## config.mk

```make
export PLATFORM = sky130hd
export DESIGN_NAME = fourteen_bit_insn_decoder
export DESIGN_NICKNAME = d
export VERILOG_FILES = /design/src/shared/insn_decoder_pkg.sv /design/src/logic/fourteen_bit_insn_decoder.sv
export VERILOG_INCLUDE_DIRS = /design/src /design/src/shared
export SDC_FILE = /design/constraint.sdc
export NUM_CORES = 1
export LEC_CHECK = 0
export BUFFER_PORTS_ARGS = -buffer_cell sky130_fd_sc_hd__buf_4
export CAP_MARGIN = 20
export CORE_MARGIN = 5
export CORE_UTILIZATION = 43
export CTS_BUF_LIST = sky130_fd_sc_hd__clkbuf_2
export CTS_CLUSTER_DIAMETER = 60
export CTS_CLUSTER_SIZE = 16
export DETAILED_ROUTE_END_ITERATION = 8
export PLACE_DENSITY = 0.69
export SYNTH_ARGS = -nofsm -noshare
export SYNTH_HDL_FRONTEND = slang
export SYNTH_SLANG_ARGS = --single-unit
```

## constraint.sdc

```tcl
create_clock -name clk_i -period 5.5 [get_ports clk_i]
set_clock_uncertainty 0.1 [all_clocks]
set_input_delay 0.55 -clock clk_i [delete_from_list [all_inputs] [get_ports clk_i]]
set_output_delay 0.55 -clock clk_i [all_outputs]
set_load 0.02 [all_outputs]
```

## src/shared/insn_decoder_defs.svh

```systemverilog
`ifndef INSN_DECODER_DEFS_SVH
`define INSN_DECODER_DEFS_SVH

// Word layout
`define INSN_W 14
`define OPC_HI 13
`define OPC_LO 12
`define OP4_HI 11
`define OP4_LO 8
`define DEST_BIT 7
`define FADDR_HI 6
`define RADDR_HI 5
`define BIT_HI 8
`define BIT_LO 6
`define LIT_HI 7
`define TGT_HI 11
`define BOP_HI 10
`define BOP_LO 9
`define RHI_HI 7
`define RHI_LO 6

// Top-bit classes
`define CLS_BYTE 2'h0
`define CLS_BIT 2'h1
`define CLS_CALL 2'h2
`define CLS_JUMP 2'h3

// Byte-class four-bit codes
`define B_MISC 4'h0
`define B_CLR 4'h1
`define B_SUB 4'h2
`define B_DEC 4'h3
`define B_IOR 4'h4
`define B_AND 4'h5
`define B_XOR 4'h6
`define B_ADD 4'h7
`define B_MOVTST 4'h8
`define B_COM 4'h9
`define B_INC 4'ha
`define B_DECSKIP 4'hb
`define B_ROT_RIGHT 4'hc
`define B_ROT_LEFT 4'hd
`define B_SWAP 4'he
`define B_INCSKIP 4'hf

// Literal-class four-bit codes (bit 11 set)
`define L_RETLIT 4'h8
`define L_MOVLIT 4'h9
`define L_IORLIT 4'ha
`define L_ANDLIT 4'hb
`define L_ADDLIT 4'hc
`define L_XORLIT 4'hd
`define L_SYS 4'he
`define L_LOADR 4'hf

// Bit-class two-bit codes, bits 10..9
`define BO_CLR 2'h0
`define BO_SET 2'h1
`define BO_SKC 2'h2
`define BO_SKS 2'h3

// Whole-word codes
`define W_NOP 14'h0000
`define W_CLRW 14'h0140
`define W_RET 14'h0040
`define W_RET_INT 14'h0060
`define W_TAB_LO 14'h0050
`define W_TAB_HI 14'h0058
`define W_SLEEP 14'h1e03
`define W_WDTCLR 14'h1e04

// Wishbone register map
`define REG_CTRL 4'h0
`define REG_INSN 4'h4
`define REG_CLASS 4'h8
`define REG_FIELDS 4'hc
`define CTRL_RST 32'h0000_0000
`define ADR_HI 3
`define ADR_LO 2

`endif

```

## src/shared/insn_decoder_pkg.sv

```systemverilog
package insn_decoder_pkg;

  typedef enum logic [4:0] {
    OP_NOP, OP_ADD, OP_SUB, OP_AND, OP_IOR, OP_XOR, OP_COM, OP_INC, OP_DEC,
    OP_INC_SKIP, OP_DEC_SKIP, OP_ROT_LEFT, OP_ROT_RIGHT, OP_SWAP, OP_CLR, OP_MOVE_IN,
    OP_MOVE_OUT, OP_TEST, OP_BIT_CLR, OP_BIT_SET, OP_SKIP_CLR, OP_SKIP_SET,
    OP_CALL, OP_JUMP, OP_RET, OP_RET_INT, OP_RET_LIT, OP_LOAD_LIT, OP_SLEEP,
    OP_WDT_CLR, OP_TAB_HI, OP_TAB_LO
  } alu_op_t;

  typedef enum logic [1:0] {
    DST_NONE, DST_WORK, DST_FILE, DST_RPLANE
  } dest_t;

  typedef enum logic [1:0] {
    CYC_ONE, CYC_TWO, CYC_SKIP
  } cycles_t;

  typedef enum logic [1:0] {
    SRC_FILE, SRC_LIT, SRC_RPLANE, SRC_NONE
  } src_t;

  typedef struct packed {
    logic carry;
    logic nibble_carry_flag;
    logic zero;
    logic timeout_flag;
    logic powerdown_flag;
  } flag_mask_t;

  typedef struct packed {
    alu_op_t op;
    dest_t dest;
    src_t src;
    cycles_t cycles;
    flag_mask_t flags;
    logic [6:0] faddr;
    logic [2:0] bit_idx;
    logic [7:0] literal;
    logic [11:0] target;
    logic illegal;
    logic stop_clock;
  } decode_t;

endpackage : insn_decoder_pkg

```

## src/logic/fourteen_bit_insn_decoder.sv

```systemverilog
`timescale 1ns/1ps
`default_nettype none
`include "insn_decoder_defs.svh"

// Summary of operation
// - Accept fourteen-bit words: opcode plus operand fields
// - Destination bit zero to work, one to file
// - Byte words: 00, opcode, destination, seven-bit address
// - Add register/literal one cycle, all arithmetic flags
// - Subtract updates C DC Z, carry means borrow
// - Rotates through carry, only carry changes, one cycle
// - Decrement-skip no flags, skip on zero, skip two cycles
// - Increment-skip no flags, skip on zero, skip two cycles
// - Store/load working to primary plane, no flags
// - Secondary-plane moves six-bit address, no flags
// - Bit clear/set: index, six-bit address, no flags
// - Bit test skips on match, skip two cycles
// - Call and jump twelve-bit target, two cycles
// - Literal and/or/xor with work, zero flag only
// - Load literal no flags; zero word is nop
// - Returns take two cycles; literal return loads work
// - Sleep stops clock; both touch timeout, powerdown
// - Table reads high/low into work, two cycles
// - Nibble carry holds mid-byte carry or borrow
module fourteen_bit_insn_decoder #(
  parameter int INSN_WIDTH = `INSN_W
) (
  input wire logic clk_i,
  input wire logic rst_i,
  // Program memory fetch
  input wire logic fetch_valid_i,
  input wire logic [INSN_WIDTH-1:0] fetch_word_i,
  // Classification result
  output logic decode_valid_o,
  output insn_decoder_pkg::decode_t decode_o,
  // Classic Wishbone slave
  input wire logic cyc_i,
  input wire logic stb_i,
  input wire logic we_i,
  input wire logic [3:0] adr_i,
  input wire logic [3:0] sel_i,
  input wire logic [31:0] dat_i,
  output logic [31:0] dat_o,
  output logic ack_o,
  output logic err_o
);

  ////////////////////////////////////////////////////////////////////////////
  // Word select: fetch port or software-injected word
  logic [31:0] ctrl;
  logic [INSN_WIDTH-1:0] sw_word;
  logic sw_go;
  wire sw_mode = ctrl[0];
  wire take = sw_mode ? sw_go : fetch_valid_i;
  wire [INSN_WIDTH-1:0] word = sw_mode ? sw_word : fetch_word_i;

  // Field extraction
  wire [1:0] cls = word[`OPC_HI:`OPC_LO];
  wire [3:0] op4 = word[`OP4_HI:`OP4_LO];
  wire dbit = word[`DEST_BIT];
  wire [6:0] faddr7 = word[`FADDR_HI:0];
  wire [6:0] raddr6 = {1'b0, word[`RADDR_HI:0]};
  wire [2:0] bidx = word[`BIT_HI:`BIT_LO];
  wire [7:0] lit = word[`LIT_HI:0];
  wire [11:0] tgt = word[`TGT_HI:0];
  wire lit_grp = word[`OP4_HI];
  wire [1:0] bop = word[`BOP_HI:`BOP_LO];
  wire dest_sel = dbit;
  wire rplane_hi_zero = (word[`RHI_HI:`RHI_LO] == 2'h0);

  ////////////////////////////////////////////////////////////////////////////
  // Decode table
  insn_decoder_pkg::decode_t next_dec;
  always_comb begin
    next_dec = '0;
    next_dec.op = insn_decoder_pkg::OP_NOP;
    next_dec.dest = insn_decoder_pkg::DST_NONE;
    next_dec.src = insn_decoder_pkg::SRC_NONE;
    next_dec.cycles = insn_decoder_pkg::CYC_ONE;
    next_dec.faddr = faddr7;
    next_dec.bit_idx = bidx;
    next_dec.literal = lit;
    next_dec.target = tgt;
    case (cls)
      `CLS_BYTE: begin
        next_dec.src = insn_decoder_pkg::SRC_FILE;
        next_dec.dest = dest_sel ? insn_decoder_pkg::DST_FILE
                                 : insn_decoder_pkg::DST_WORK;
        case (op4)
          // Full arithmetic flags
          `B_ADD: begin
            next_dec.op = insn_decoder_pkg::OP_ADD;
            next_dec.flags = '{1'b1, 1'b1, 1'b1, 1'b0, 1'b0};
          end

          `B_SUB: begin
            next_dec.op = insn_decoder_pkg::OP_SUB; // Carry is borrow
            next_dec.flags = '{1'b1, 1'b1, 1'b1, 1'b0, 1'b0};
          end

          // Zero flag only
          `B_AND: begin
            next_dec.op = insn_decoder_pkg::OP_AND;
            next_dec.flags.zero = 1'b1;
          end

          `B_IOR: begin
            next_dec.op = insn_decoder_pkg::OP_IOR;
            next_dec.flags.zero = 1'b1;
          end

          `B_XOR: begin
            next_dec.op = insn_decoder_pkg::OP_XOR;
            next_dec.flags.zero = 1'b1;
          end

          `B_COM: begin
            next_dec.op = insn_decoder_pkg::OP_COM;
            next_dec.flags.zero = 1'b1;
          end

          `B_INC: begin
            next_dec.op = insn_decoder_pkg::OP_INC;
            next_dec.flags.zero = 1'b1;
          end

          `B_DEC: begin
            next_dec.op = insn_decoder_pkg::OP_DEC;
            next_dec.flags.zero = 1'b1;
          end

          // Skips, no flags
          `B_DECSKIP: begin
            next_dec.op = insn_decoder_pkg::OP_DEC_SKIP;
            next_dec.cycles = insn_decoder_pkg::CYC_SKIP;
          end

          `B_INCSKIP: begin
            next_dec.op = insn_decoder_pkg::OP_INC_SKIP;
            next_dec.cycles = insn_decoder_pkg::CYC_SKIP;
          end

          // Rotates
          `B_ROT_LEFT: begin
            next_dec.op = insn_decoder_pkg::OP_ROT_LEFT;
            next_dec.flags.carry = 1'b1;
          end

          `B_ROT_RIGHT: begin
            next_dec.op = insn_decoder_pkg::OP_ROT_RIGHT;
            next_dec.flags.carry = 1'b1;
          end

          `B_SWAP: next_dec.op = insn_decoder_pkg::OP_SWAP;

          `B_CLR: begin
            next_dec.flags.zero = 1'b1;
            if (dbit) begin
              next_dec.op = insn_decoder_pkg::OP_CLR;
            end else begin
              next_dec.op = insn_decoder_pkg::OP_CLR;
              next_dec.dest = insn_decoder_pkg::DST_WORK;
              next_dec.src = insn_decoder_pkg::SRC_NONE;
              next_dec.illegal = (word != `W_CLRW);
            end
          end

          `B_MOVTST: begin
            if (dbit) begin
              next_dec.op = insn_decoder_pkg::OP_TEST;
              next_dec.dest = insn_decoder_pkg::DST_NONE;
              next_dec.flags.zero = 1'b1;
            end else begin
              next_dec.op = insn_decoder_pkg::OP_MOVE_IN;
              next_dec.dest = insn_decoder_pkg::DST_WORK;
            end
          end

          // Whole words
          `B_MISC: begin
            if (dbit) begin
              next_dec.op = insn_decoder_pkg::OP_MOVE_OUT;
              next_dec.dest = insn_decoder_pkg::DST_FILE;
            end else begin
              next_dec.src = insn_decoder_pkg::SRC_NONE;
              next_dec.dest = insn_decoder_pkg::DST_NONE;
              case (word)
                `W_NOP: next_dec.op = insn_decoder_pkg::OP_NOP;

                `W_RET: begin
                  next_dec.op = insn_decoder_pkg::OP_RET;
                  next_dec.cycles = insn_decoder_pkg::CYC_TWO;
                end

                `W_RET_INT: begin
                  next_dec.op = insn_decoder_pkg::OP_RET_INT;
                  next_dec.cycles = insn_decoder_pkg::CYC_TWO;
                end

                `W_TAB_HI: begin
                  next_dec.op = insn_decoder_pkg::OP_TAB_HI;
                  next_dec.dest = insn_decoder_pkg::DST_WORK;
                  next_dec.cycles = insn_decoder_pkg::CYC_TWO;
                end

                `W_TAB_LO: begin
                  next_dec.op = insn_decoder_pkg::OP_TAB_LO;
                  next_dec.dest = insn_decoder_pkg::DST_WORK;
                  next_dec.cycles = insn_decoder_pkg::CYC_TWO;
                end
                default: next_dec.illegal = 1'b1;
              endcase
            end
          end
          default: next_dec.illegal = 1'b1;
        endcase
      end

      // Bit and literal ops
      `CLS_BIT: begin
        if (!lit_grp) begin
          next_dec.faddr = raddr6;
          next_dec.src = insn_decoder_pkg::SRC_FILE;
          case (bop)
            `BO_CLR: begin
              next_dec.op = insn_decoder_pkg::OP_BIT_CLR;
              next_dec.dest = insn_decoder_pkg::DST_FILE;
            end

            `BO_SET: begin
              next_dec.op = insn_decoder_pkg::OP_BIT_SET;
              next_dec.dest = insn_decoder_pkg::DST_FILE;
            end

            `BO_SKC: begin
              next_dec.op = insn_decoder_pkg::OP_SKIP_CLR;
              next_dec.cycles = insn_decoder_pkg::CYC_SKIP;
            end
            default: begin
              next_dec.op = insn_decoder_pkg::OP_SKIP_SET;
              next_dec.cycles = insn_decoder_pkg::CYC_SKIP;
            end
          endcase
        end else begin
          next_dec.src = insn_decoder_pkg::SRC_LIT;
          next_dec.dest = insn_decoder_pkg::DST_WORK;
          case (op4)
            // Literal ops
            `L_ADDLIT: begin
              next_dec.op = insn_decoder_pkg::OP_ADD;
              next_dec.flags = '{1'b1, 1'b1, 1'b1, 1'b0, 1'b0};
            end

            `L_ANDLIT: begin
              next_dec.op = insn_decoder_pkg::OP_AND;
              next_dec.flags.zero = 1'b1;
            end

            `L_IORLIT: begin
              next_dec.op = insn_decoder_pkg::OP_IOR;
              next_dec.flags.zero = 1'b1;
            end

            `L_XORLIT: begin
              next_dec.op = insn_decoder_pkg::OP_XOR;
              next_dec.flags.zero = 1'b1;
            end

            `L_MOVLIT: next_dec.op = insn_decoder_pkg::OP_LOAD_LIT;

            `L_RETLIT: begin
              next_dec.op = insn_decoder_pkg::OP_RET_LIT;
              next_dec.cycles = insn_decoder_pkg::CYC_TWO;
            end

            `L_LOADR: begin
              next_dec.op = insn_decoder_pkg::OP_MOVE_IN;
              next_dec.src = insn_decoder_pkg::SRC_RPLANE;
              next_dec.faddr = raddr6;
              next_dec.illegal = !rplane_hi_zero;
            end

            `L_SYS: begin
              next_dec.src = insn_decoder_pkg::SRC_NONE;
              next_dec.dest = insn_decoder_pkg::DST_NONE;
              if (word == `W_SLEEP) begin
                next_dec.op = insn_decoder_pkg::OP_SLEEP;
                next_dec.stop_clock = 1'b1;
                next_dec.flags.timeout_flag = 1'b1;
                next_dec.flags.powerdown_flag = 1'b1;
              end else if (word == `W_WDTCLR) begin
                next_dec.op = insn_decoder_pkg::OP_WDT_CLR;
                next_dec.flags.timeout_flag = 1'b1;
                next_dec.flags.powerdown_flag = 1'b1;
              end else begin
                next_dec.op = insn_decoder_pkg::OP_MOVE_OUT;
                next_dec.dest = insn_decoder_pkg::DST_RPLANE;
                next_dec.faddr = raddr6;
                next_dec.illegal = !rplane_hi_zero;
              end
            end
            default: next_dec.illegal = 1'b1;
          endcase
        end
      end

      // Branches
      `CLS_CALL: begin
        next_dec.op = insn_decoder_pkg::OP_CALL;
        next_dec.cycles = insn_decoder_pkg::CYC_TWO;
      end
      default: begin
        next_dec.op = insn_decoder_pkg::OP_JUMP;
        next_dec.cycles = insn_decoder_pkg::CYC_TWO;
      end
    endcase
  end

  ////////////////////////////////////////////////////////////////////////////
  // Result register
  always_ff @(posedge clk_i) begin
    if (rst_i) begin
      decode_o <= '0;
      decode_valid_o <= 1'b0;
    end else begin
      decode_valid_o <= take;
      if (take) begin
        decode_o <= next_dec;
      end
    end
  end

  ////////////////////////////////////////////////////////////////////////////
  // Wishbone decode
  wire req = cyc_i && stb_i && !ack_o && !err_o;
  wire hit_ctrl = (adr_i == `REG_CTRL);
  wire hit_insn = (adr_i == `REG_INSN);
  wire hit_class = (adr_i == `REG_CLASS);
  wire hit_fields = (adr_i == `REG_FIELDS);
  wire mapped = hit_ctrl || hit_insn || hit_class || hit_fields;
  wire wr_ctrl = req && we_i && hit_ctrl && sel_i[0];
  wire wr_insn = req && we_i && hit_insn && (sel_i[1:0] == 2'h3);
  wire [31:0] class_word = {6'h0, decode_o.illegal, decode_o.stop_clock,
                            decode_o.flags, decode_o.cycles, decode_o.src,
                            decode_o.dest, decode_o.op, 8'h0};
  wire [31:0] field_word = {decode_o.target, decode_o.literal, 2'h0,
                            decode_o.bit_idx, decode_o.faddr};
  wire [31:0] rd_mux = hit_ctrl ? ctrl :
                       hit_insn ? {18'h0, sw_word} :
                       hit_class ? class_word : field_word;

  // Register writes and answer
  always_ff @(posedge clk_i) begin
    if (rst_i) begin
      ctrl <= `CTRL_RST;
      sw_word <= '0;
      sw_go <= 1'b0;
      ack_o <= 1'b0;
      err_o <= 1'b0;
      dat_o <= '0;
    end else begin
      ack_o <= req && mapped;
      err_o <= req && !mapped;
      sw_go <= wr_insn; // Decode one cycle after write
      if (wr_ctrl) begin
        ctrl <= {31'h0, dat_i[0]};
      end
      if (wr_insn) begin
        sw_word <= dat_i[INSN_WIDTH-1:0];
      end
      if (req) begin
        dat_o <= mapped ? rd_mux : 32'h0;
      end
    end
  end

endmodule : fourteen_bit_insn_decoder
`default_nettype wire

```

==> results.json <==
{
  "drc_errors": 0,
  "arrival_ps": 3400,
  "synth.area.top_cells": "dfxtp_1 36%, nor2_1 7.2%, mux2i_1 6.4%, a21oi_1 4.8%, a211oi_1 3.7%",
  "crit_type": "register to register",
  "wire_per_inst_um": 20.2,
  "ys_warn_count": 0,
  "min-delay-start": "dat_i[12]",
  "slew_headroom_pct": 30.8,
  "setup_viol": 0,
  "tightest_slew_ps": 1010,
  "fp-row-count": 37,
  "grt_first_pass_wirelength_um": 23100,
  "synth_fa_ha_area_share_pct": 0,
  "yosys.area_share.simple_pct": 22.9,
  "netlist.area_leader.share_pct": 36.0,
  "ios": 143,
  "path_max_fanout": 36,
  "dpl.hpwl_um": 11200,
  "grt_antenna_before_repair": 1,
  "postCtsSetupRepairBufs": 0,
  "cts_resized": 0,
  "ant_nets": 0,
  "cts_inserted_buffers": 9,
  "grt_usage_pct": 23.3,
  "seqCellArea_um2": 1620,
  "startpoint_type": "register",
  "area_growth_syn_to_layout_pct": 20.8,
  "gp_congestion": 0.905,
  "worstHoldPathType": "input pin to register",
  "fin_nets": 669,
  "p_leak_nw": 2.10,
  "worstRegToRegCells": 6,
  "endpoint_kind": "register",
  "avgSynthCellArea_um2": 8.61,
  "cts_tree": "built",
  "rsz0062_at_grt": "no",
  "status": "finished clean",
  "synthXorXnorAreaFrac_pct": 0.194,
  "clock_latency_ps": 540,
  "postRouteWirelength_um": 15100,
  "core_um2": 10300,
  "syn_area_um2": 4510,
  "die_w_um": 112,
  "grt_max_degree": 82,
  "yosysSeqAreaShare_pct": 36.0,
  "ir_drop_v": 0.0000994,
  "num_vias": 4435,
  "synth_top_family_by_area": "simple AND/OR/NAND/NOR gates",
  "clkSinkCount": 81,
  "die-area_um2": 12600,
  "drive_gt1_share_pct": 29.6,
  "synthCells": 524,
  "synth_compound_area_share_pct": 22.6,
  "hold_path_depth": 3,
  "r2r-end": "decode_o[34]",
  "synth_nets": 584,
  "tns_ps": 0,
  "multi_input_area_um2": 2550,
  "synth_mux_area_share_pct": 10.8,
  "dpl_worst_slack_ps": 2520,
  "fmax_ghz": 0.330,
  "synth_largest_area_cell": "dfxtp_1",
  "ff2ff_setup_slack_ps": 2470,
  "power_density_nw_per_um2": 226,
  "grt_pass1_vias": 4206,
  "r2r-start": "ctrl[0]",
  "period_share_pct": 55.1,
  "die-height_um": 112,
  "synth_edf_count": 0,
  "synth-async-reset-ratio_pct": 0,
  "vias_per_cell": 5.92,
  "slew_violations": 0,
  "portBuffers": 122,
  "period_needed_ps": 3030,
  "yosysMostFrequentCell": "nor2_1",
  "gr-total-overflow": 0,
  "cts_root_buf": "clkbuf_2",
  "whs_endpoint": "sw_word[12]",
  "htreeDepth": 3,
  "num-fill-cells": 999,
  "drt_iter0_drc": 426,
  "initial_core_util_pct": 43.9,
  "clk_path_buf_depth": 2,
  "cts.clk_slew.worst_paths_ps": 210,
  "cts_hold_buffers": 0,
  "max_cap_viol_count": 0,
  "synthFlopType": "dfxtp_1",
  "first_pass_iters": 5,
  "hold_violations": 0,
  "synth_common_cells": "86 x nor2_1, 81 x dfxtp_1, 43 x a21oi_1, 35 x nand2_1, 29 x mux2i_1",
  "synth.distinct_cells": 70,
  "ys_ff_latch": 81,
  "setup_slack_ps": 2470,
  "required_ps": 5870
}
[kinds of logic after synthesis]
logic type	Yosys count
AND/OR/NAND/NOR	201
AO/OA/AOI/OAI	141
flip-flops	81
buffers and inverters	54
multiplexers	46
XOR/XNOR	1
[per-stage QoR]
| stage | total power (W) | utilization [%] | cells | instance area [um^2] | hold WS (ps) |
|---|---|---|---|---|---|
| after floorplan | 0.000767 | - | 524 | 4510 | 397 |
| after global placement | 0.000849 | 51.6 | 734 | 5300 | 349 |
| after detailed placement | 0.000852 | 51.6 | 734 | 5300 | 358 |
| after CTS | 0.00123 | 53.0 | 748 | 5450 | 104 |
| after global routing | 0.00128 | 53.0 | 749 | 5450 | 95.0 |
| final | 0.00123 | 53.0 | 749 | 5450 | 133 |
[critical path, cell delays in order, from the launching register on]
cell	delay [ps]
dfxtp_2	820
buf_4	390
mux2i_2	750
nand2_1	280
o21ai_1	200
a211oi_1	110
a32o_1	310
[sequential cells by signal, indices dropped and copies added, names as in the netlist]
signal	cells
dat_o	32
decode_o	30
sw_word	14
ack_o	1
ctrl	1
decode_valid_o	1
err_o	1
sw_go	1
[per-layer routing]
metal / GRT usage, % / vias to the layer above / wire length [um]
met5: 0 / - / 0
met2: 38.6 / 162 / 7220
met1: 29.8 / 2127 / 6470
li1: - / 2111 / -
met3: 4.53 / 35 / 999
met4: 9.13 / 0 / 418
[where the power goes]
group          switching, W  total, W  internal [W]
clock network      0.000200  0.000392      0.000192
registers         0.0000197  0.000623      0.000603
logic              0.000132  0.000219     0.0000864
total              0.000352   0.00123      0.000881
[layout by cell type, fill, tap and decap left out, types with 3 or more instances in the layout]
cell and count:
o31ai_1 3, o211ai_1 6, nand2_1 35, o22ai_2 3, o2111ai_1 3, o21ai_1 4
mux2i_1 29, bufinv_16 3, nand3_1 14, o21ai_0 7, a211oi_1 22, mux2i_2 3
a2bb2oi_1 8, a32oi_1 6, and2_1 4, or3_1 3, a31oi_1 5, mux2_2 14
nor3_2 3, nand4_1 3, buf_4 127, clkbuf_2 10, dfxtp_1 80, and3b_1 3
nor3b_1 3, nor4b_1 3, nor2_1 86, a21oi_1 43, nor4_1 6, or2_2 3
nor3_1 12, nor3b_2 3, a22oi_1 12
[final cells by class]
type                       count  share of cell area, %
timing repair buffer         127                   17.5
inverter                       1                 0.0689
clock inverter                 4                   1.72
tap                          136                   3.12
sequential                    81                   29.8
antenna                        1                 0.0459
multi-input combinational    389                   46.9
clock buffer                  10                  0.918
[how the worst max path moves through the flow]
| stage | startpoint | endpoint | slack (ps) | depth (start not counted) |
|---|---|---|---|---|
| after floorplan | adr_i[1] | sw_word[10] | 3330 | 6 |
| after global placement | ctrl[0] | decode_o[34] | 2540 | 6 |
| after detailed placement | ctrl[0] | decode_o[44] | 2520 | 6 |
| after CTS | ctrl[0] | decode_o[44] | 2480 | 6 |
| after global routing | ctrl[0] | decode_o[44] | 2190 | 6 |
| final | ctrl[0] | decode_o[34] | 2470 | 6 |
Power figures use the tool's default switching activity.
